$ cat config.mk
export PLATFORM = sky130hd
export DESIGN_NAME = sbsr_status_byte
export DESIGN_NICKNAME = d
export VERILOG_FILES = /design/src/hdl/sbsr_pkg.sv /design/src/hdl/sbsr_summary.sv /design/src/hdl/sbsr_status_byte.sv
export SDC_FILE = /design/constraint.sdc
export NUM_CORES = 1
export LEC_CHECK = 0
export ABC_CLOCK_PERIOD_IN_PS = 1100
export BUFFER_PORTS_ARGS = -buffer_cell sky130_fd_sc_hd__buf_4
export CAP_MARGIN = 20
export CORE_ASPECT_RATIO = 0.8
export CORE_UTILIZATION = 33
export DETAILED_ROUTE_END_ITERATION = 10
export PLACE_DENSITY = 0.89
export SETUP_SLACK_MARGIN = 0.3
export SLEW_MARGIN = 20
export SYNTH_ARGS = -nofsm -noshare
export SYNTH_HDL_FRONTEND = slang
export SYNTH_SLANG_ARGS = --single-unit
$ cat constraint.sdc
create_clock -name clk -period 1.1 [get_ports clk]
set_input_delay 0.11 -clock clk [delete_from_list [all_inputs] [get_ports clk]]
set_output_delay 0.11 -clock clk [all_outputs]
set_load 0.01 [all_outputs]
$ cat src/hdl/sbsr_pkg.sv
package sbsr_pkg;

   // Status byte bit positions
   localparam int BIT_MEAS = 0;
   localparam int BIT_UNUSED = 1;
   localparam int BIT_ERR = 2;
   localparam int BIT_QUES = 3;
   localparam int BIT_MSG = 4;
   localparam int BIT_STD = 5;
   localparam int BIT_RQS = 6;
   localparam int BIT_OPER = 7;

   localparam int EVT_W = 16;
   localparam logic [7:0] ENABLE_RESET = 8'h00;
   // Summary bits that may take part in the master summary (B1 and B6 never do)
   localparam logic [7:0] SUMMARY_MASK = 8'hBD;

   typedef struct packed {
      logic [15:0] event_bits;
      logic [15:0] enable_bits;
   } sbsr_evset_t;

   typedef struct packed {
      logic [7:0] enable_reg;
      logic [7:0] summary_reg;
      logic master_reg;
      logic rqs_reg;
      logic srq_reg;
      logic [7:0] poll_byte_reg;
      logic [7:0] query_byte_reg;
      logic poll_valid_reg;
      logic query_valid_reg;
   } sbsr_state_t;

endpackage

$ cat src/hdl/sbsr_summary.sv
// Summary message of one event register set
module sbsr_summary (
   input wire logic clk,
   input wire logic rst,
   input wire sbsr_pkg::sbsr_evset_t evset,
   output logic summary
);

   logic summary_reg;
   logic summary_next;

   always_comb begin
      summary_next = |(evset.event_bits & evset.enable_bits);
   end

   always_ff @(posedge clk) begin
      if (rst) begin
         summary_reg <= 1'b0;
      end else begin
         summary_reg <= summary_next;
      end
   end

   assign summary = summary_reg;
endmodule

$ cat src/hdl/sbsr_status_byte.sv
// How it works
// - Summary bits never latch; they follow their sources.
// - Clearing the standard event register drops bit B5.
// - B0 is the measurement summary.
// - B2 is set while the error queue is not empty.
// - B3 is the questionable summary.
// - B4 is set while the output queue holds a response.
// - B5 is the standard event summary.
// - B7 is the operation summary.
// - Enabled summary bits are ORed into B6.
// - B6 is request flag on serial poll, master summary on query.
// - Enable register takes any value 0 to 255 and reads back.
// - Enable register clears at power-on.
// - Clear-status and preset leave the enable register alone.
// - Rising enabled summary bit sets B6 and asserts service request.
// - Completed serial poll clears the request flag.
// - Still-pending event raises no new request after a poll; only a new rising bit does.
// - Poll leaves master summary; it drops only when all enabled bits clear.
// - Serial poll returns the status byte as poll byte.
// - At power-on all summaries start at zero.
// - Each event set summary is OR of event AND enable.
module sbsr_status_byte (
   input wire logic clk,
   input wire logic rst,
   input wire sbsr_pkg::sbsr_evset_t meas_set,
   input wire sbsr_pkg::sbsr_evset_t ques_set,
   input wire sbsr_pkg::sbsr_evset_t std_set,
   input wire sbsr_pkg::sbsr_evset_t oper_set,
   input wire logic error_available,
   input wire logic message_available,
   input wire logic enable_write,
   input wire logic [7:0] enable_wdata,
   input wire logic clear_status_command,
   input wire logic preset_command,
   input wire logic status_byte_query,
   input wire logic serial_poll,
   output logic [7:0] request_enable_mask,
   output logic [7:0] summary_status_byte,
   output logic master_summary,
   output logic service_request,
   output logic [7:0] poll_byte,
   output logic poll_valid,
   output logic [7:0] query_byte,
   output logic query_valid
);

   ////////////////////////////////////////////////////////////////////////////
   sbsr_pkg::sbsr_evset_t sets [4];
   logic [3:0] set_summary;
   sbsr_pkg::sbsr_state_t st_reg;
   sbsr_pkg::sbsr_state_t st_next;
   logic [7:0] live_byte;
   logic [7:0] enabled_now;
   logic [7:0] enabled_prev;
   logic master_now;
   logic rise;

   assign sets[0] = meas_set;
   assign sets[1] = ques_set;
   assign sets[2] = std_set;
   assign sets[3] = oper_set;

   for (genvar i = 0; i < 4; i++) begin : g_sum
      sbsr_summary u_sum (
         .clk(clk),
         .rst(rst),
         .evset(sets[i]),
         .summary(set_summary[i])
      );
   end

   ////////////////////////////////////////////////////////////////////////////
   always_comb begin
      live_byte = 8'h00;
      live_byte[sbsr_pkg::BIT_MEAS] = set_summary[0];
      live_byte[sbsr_pkg::BIT_ERR] = error_available;
      live_byte[sbsr_pkg::BIT_QUES] = set_summary[1];
      live_byte[sbsr_pkg::BIT_MSG] = message_available;
      live_byte[sbsr_pkg::BIT_STD] = set_summary[2];
      live_byte[sbsr_pkg::BIT_OPER] = set_summary[3];
      // Bit 6 of the mask is dropped so B6 cannot feed itself
      enabled_now = live_byte & st_reg.enable_reg & sbsr_pkg::SUMMARY_MASK;
      enabled_prev = st_reg.summary_reg & st_reg.enable_reg & sbsr_pkg::SUMMARY_MASK;
      master_now = |enabled_now;
      // Enabling a bit that is already set lifts master but raises no new request
      rise = |(enabled_now & ~enabled_prev);
   end

   always_comb begin
      st_next = st_reg;
      st_next.summary_reg = live_byte;
      st_next.master_reg = master_now;
      st_next.poll_valid_reg = 1'b0;
      st_next.query_valid_reg = 1'b0;
      // Clear-status and preset have no path to the mask
      if (enable_write) begin
         st_next.enable_reg = enable_wdata;
      end
      if (serial_poll) begin
         st_next.poll_byte_reg = st_reg.summary_reg;
         st_next.poll_byte_reg[sbsr_pkg::BIT_RQS] = st_reg.rqs_reg;
         st_next.poll_valid_reg = 1'b1;
         st_next.rqs_reg = 1'b0;
      end
      // A new rising bit in the poll cycle wins over the clear
      if (rise) begin
         st_next.rqs_reg = 1'b1;
      end
      st_next.srq_reg = st_next.rqs_reg;
      if (status_byte_query) begin
         st_next.query_byte_reg = st_reg.summary_reg;
         st_next.query_byte_reg[sbsr_pkg::BIT_RQS] = st_reg.master_reg;
         st_next.query_valid_reg = 1'b1;
      end
   end

   always_ff @(posedge clk) begin
      if (rst) begin
         st_reg <= '0;
         st_reg.enable_reg <= sbsr_pkg::ENABLE_RESET;
      end else begin
         st_reg <= st_next;
      end
   end

   ////////////////////////////////////////////////////////////////////////////
   assign request_enable_mask = st_reg.enable_reg;
   always_comb begin
      summary_status_byte = st_reg.summary_reg;
      summary_status_byte[sbsr_pkg::BIT_RQS] = st_reg.master_reg;
   end
   assign master_summary = st_reg.master_reg;
   assign service_request = st_reg.srq_reg;
   assign poll_byte = st_reg.poll_byte_reg;
   assign poll_valid = st_reg.poll_valid_reg;
   assign query_byte = st_reg.query_byte_reg;
   assign query_valid = st_reg.query_valid_reg;
endmodule

Yosys cells after proc, flatten, opt, wreduce, memory -nomap -nowiden

Index checks and enable logic that the tools add are counted.

Bits of input ports: 145
Memories: 0
Bits in read-only memories: 0
Bits in latches: 0
Flip-flop bits (word level): 40
Bits in writable memories: 0
Logic and storage cells: 31
Output and inout bits: 36

Equality and inequality tests: 0
Multiply operators: 0
Order comparisons: 0
$add $sub $neg: 0
Div/mod/pow operators: 0
Reduce and logical (&&, ||, !) cells: 6
Muxes and demuxes: 4
Bitwise gates (word level): 8
Shifts and indexed selects: 0

Operator list:

| kind                | number |
|---|---|
| 16-bit bitwise AND  | 4 |
| 16-bit OR reduction | 4 |
| 8-bit bitwise AND   | 3 |
| 8-bit NOT           | 1 |
| 8-bit OR reduction  | 1 |
| 6-bit OR reduction  | 1 |
| 1-bit 2-to-1 mux    | 4 |

Depth between registers and ports, before layout

Depth in word-level cells: 5
Gate-level depth with buffers: 4
Mapped depth without buffers: 4

Hierarchy

Synthesis repeated with hierarchy kept, for this count alone.

Cell total of the unflattened synthesis: 154
Area total of the unflattened synthesis: 1582.8 µm²

By module, submodules not included:

| module           | seq. area each (µm²) | area each (µm²) | cells each | times used |
|---|---|---|---|---|
| sbsr_status_byte | 640.6                | 1157.4          | 110        | 1 |
| sbsr_summary     | 20.0                 | 106.4           | 11         | 4 |

Worst setup path before layout

OpenSTA, ideal clock, no wires.

Kind: register to register
Start point: reg st_reg, in the netlist summary_status_byte[5]
End point: reg st_reg, in the netlist service_request
Stages on the path, launching flop included: 5
Period minus slack after synthesis: 0.937 ns
Buffers on the path: 0
Slack: 0.163 ns
Arrival time: 0.820 ns
Library setup time: 0.117 ns
Data required time: 0.983 ns
Path through: dfxtp_1 -> nand3b_1 -> o221ai_1 -> nor3_1 -> nor2_1

Cells in the longest elaborated chain, start to end: 5

Ends and longest elaborated chain:

| what                     | line                    | RTL |
|---|---|---|
| start: declaration       | sbsr_status_byte.sv:50  | `sbsr_pkg::sbsr_state_t st_reg;` |
| start signal: assignment | sbsr_status_byte.sv:122 | `st_reg <= st_next;` |
| 8-bit bitwise AND        | sbsr_status_byte.sv:83  | `enabled_prev = st_reg.summary_reg & st_reg.enable_reg & sbsr_pkg::SUMMARY_MASK;` |
| 8-bit NOT                | sbsr_status_byte.sv:86  | `rise = \|(enabled_now & ~enabled_prev);` |
| 8-bit bitwise AND        | sbsr_status_byte.sv:86  |  |
| 8-bit OR reduction       | sbsr_status_byte.sv:86  |  |
| 1-bit 2-to-1 mux         | sbsr_status_byte.sv:106 | `if (rise) begin` |

No other way between the ends.
A chain may end at the register's enable or synchronous reset.

Worst setup path after layout

Start point: reg st_reg, in the netlist request_enable_mask[4]
End point: out request_enable_mask[4]

RTL lines:

| what             | line                   | RTL |
|---|---|---|
| end: declaration | sbsr_status_byte.sv:37 | `output logic [7:0] request_enable_mask,` |

No word-level cell between the ends.

==> impl_metrics.json <==
{
  "status": "finished clean",
  "die_area_mm2": 0.00504,
  "post-route-period-util": 0.879,
  "grt_max_degree": 37,
  "die_w_um": 79.1,
  "timing.rr.start": "summary_status_byte[5]",
  "max_stage_delay_ps": 340,
  "place_hpwl_mm": 4.85,
  "initial_core_util": 0.344,
  "yosysTopAreaCell": "dfxtp_1",
  "grt.total_usage": 0.247,
  "peakVddDrop_mv": 0.604,
  "synth-edff-count": 0,
  "gp_congestion": 0.764,
  "min-delay-start": "enable_wdata[7]",
  "critPathLaunchType": "flop",
  "drc": 0,
  "whs_path_depth": 3,
  "crit_arrival_ps": 860,
  "drt-pass1-iter-count": 4,
  "crit_buf_inv": 2,
  "root_buffer": "clkbuf_8",
  "netlist_area_mm2": 0.00157,
  "grt_pass1_vias": 2048,
  "total_power_mw": 3.48,
  "viasPerCell": 4.95,
  "hold_viol": 0,
  "ant_nets": 0,
  "grt-ovfl-total": 0,
  "final_cells": 403,
  "grt_antenna_before_repair": 0,
  "synth-async-reset-ratio": 0,
  "ff2ff_setup_slack_ps": 170,
  "dr.first_iter.drc_count": 81,
  "reg2reg_depth": 4,
  "maxCapViolCount": 0,
  "pin_count": 181,
  "path_depth": 2,
  "yosys_warnings": 0,
  "cts_tree": "done",
  "grt_pass1_wl_mm": 9.47,
  "fp.dieH_um": 63.7,
  "cts_buffer_depth": 2,
  "area.sequential_um2": 781,
  "report.final.slew_viol_count": 0,
  "power_density_mw_per_mm2": 1040,
  "multiInputGateArea_um2": 823,
  "wire_per_inst_um": 15.6,
  "pre_cts_ws_ps": 97.9,
  "rsz0062_at_grt": "true",
  "numCtsBuffers": 5,
  "cp.required_ps": 990,
  "ys_seq_elements": 36,
  "row_count": 22,
  "vias": 1994,
  "layout.nets": 487,
  "placed_area_mm2": 0.00291,
  "cp-startpoint": "request_enable_mask[4]",
  "p_leak_nw": 1.68,
  "synth_most_common_cell": "dfxtp_1",
  "fin_ws_ps": 133,
  "area_growth_pct": 114,
  "synth_top_area_frac": 0.459,
  "synthTopCellsByCount": "36 x dfxtp_1, 23 x nor2_1, 22 x mux2i_1",
  "fmax_mhz": 1030,
  "slowest_stage": "dfxtp_2",
  "dp_cells": 382,
  "ys_seq_area_frac": 0.459,
  "r2r_end": "service_request",
  "skew_ps": 7.83,
  "coreArea_mm2": 0.00457,
  "synthTopCellsByArea": "dfxtp_1 46%, mux2i_1 14%, a22o_1 6.7%",
  "antenna_cells": 0,
  "syn_area_per_cell_um2": 10.1,
  "clk_latency_ps": 290,
  "setup_viol": 0,
  "crit_path_frequent_cell": "buf_6",
  "cts.htree.levels": 2,
  "crit_family": "flip-flops",
  "stdcell_area_mm2": 0.00336,
  "wirelength_mm": 6.29,
  "crit_path_end_kind": "output pin",
  "ys_types": 21,
  "syn_inst": 155,
  "setup-tns-final_ps": 0,
  "ys.flop_type": "dfxtp_1",
  "clkTransAtPathRegs_ps": 70,
  "cp_cell_sequence": "buf_6 -> buf_6",
  "whs_endpoint": "request_enable_mask[7]",
  "nFillCells": 345,
  "worstPathMaxFanout": 2,
  "clock_sinks": 36,
  "layout-drive-gt1-share": 0.700,
  "hold_path.class": "in -> reg",
  "port_buffers": 175,
  "period_needed_ps": 967,
  "path_class": "reg -> out",
  "largest_register_ffs": 8
}
==> metrics by stage <==
stage / utilization / hold slack, ps
after floorplan: - / 238
after global placement: 0.637 / 341
after detailed placement: 0.637 / 344
after CTS: 0.720 / 41.5
after global routing: 0.734 / 61.1
final: 0.734 / 49.0
==> how the worst max path moves through the flow <==
| stage | end | slack, ps |
|---|---|---|
| floorplan | service_request | 260 |
| global placement | g_sum[2].u_sum.summary | 120 |
| detailed placement | g_sum[2].u_sum.summary | 100 |
| CTS | request_enable_mask[4] | 150 |
| global route | request_enable_mask[4] | 100 |
| finish | request_enable_mask[4] | 130 |
==> cell usage in the layout, fill, tap and decap left out <==
cell	n
buf_4	150
buf_6	39
dfxtp_2	24
nor2_1	23
mux2i_1	21
a22o_1	12
nor2b_1	8
a22oi_1	8
a221oi_1	8
dfxtp_4	8
clkbuf_8	5
a221oi_2	4
and3_1	4
a31oi_1	4
dfxtp_1	4
nand2_1	3
conb_1	3
nand2_2	2
o22ai_1	2
a22oi_2	1
and2_4	1
a41oi_2	1
nand3b_1	1
o221ai_2	1
inv_1	1
nor3_2	1
mux2i_2	1
clkinv_2	1
bufinv_16	1
clkbuf_1	1
==> layout make-up <==
cell class / count / share of cell area
clock buffers: 6 / 0.0216
clock inverters: 2 / 0.0104
inverters: 1 / 0.00112
multi-input cells: 109 / 0.245
flip-flops and latches: 36 / 0.233
well taps: 60 / 0.0224
repair buffers: 189 / 0.466
==> report_power, final <==
group	internal (mW)	switching (mW)	leakage, nW	total [mW]
logic	0.606	0.287	1.31	0.892
registers	1.38	0.0701	0.311	1.45
clock network	0.672	0.465	0.0552	1.14
==> routing by layer <==
layer / vias to the layer above / part of all wire / GRT usage
met3: 25 / 0.072 / 0.0899
met5: - / 0 / 0
met4: 0 / 0.036 / 0.0932
met1: 917 / 0.37 / 0.257
met2: 100 / 0.52 / 0.449
li1: 952 / - / -
==> repair_timing <==
| action | in CTS | in global routing |
|---|---|---|
| buffers inserted | 10 | 3 |
| pin swaps | 1 | 1 |
| setup endpoints to repair | 35 | 44 |
| resized for setup | 70 | 15 |
| hold buffers | 0 | 0 |
==> logic make-up after synthesis <==
| group | after synthesis | share of synthesized area |
|---|---|---|
| AOI/OAI and AO/OA | 41 | 0.228 |
| buffers and inverters | 12 | 0.0438 |
| DFF | 36 | 0.459 |
| muxes | 22 | 0.140 |
| other | 1 | 0.00239 |
| and+or+nand+nor | 43 | 0.127 |
==> worst register-to-register path, cell delays in order (launching register included) <==
cell,delay [ps]
dfxtp_2,360
nand3b_1,120
o221ai_2,110
nor3_2,160
nor2_1,50
No activity file was read; power rests on OpenSTA's default activity.
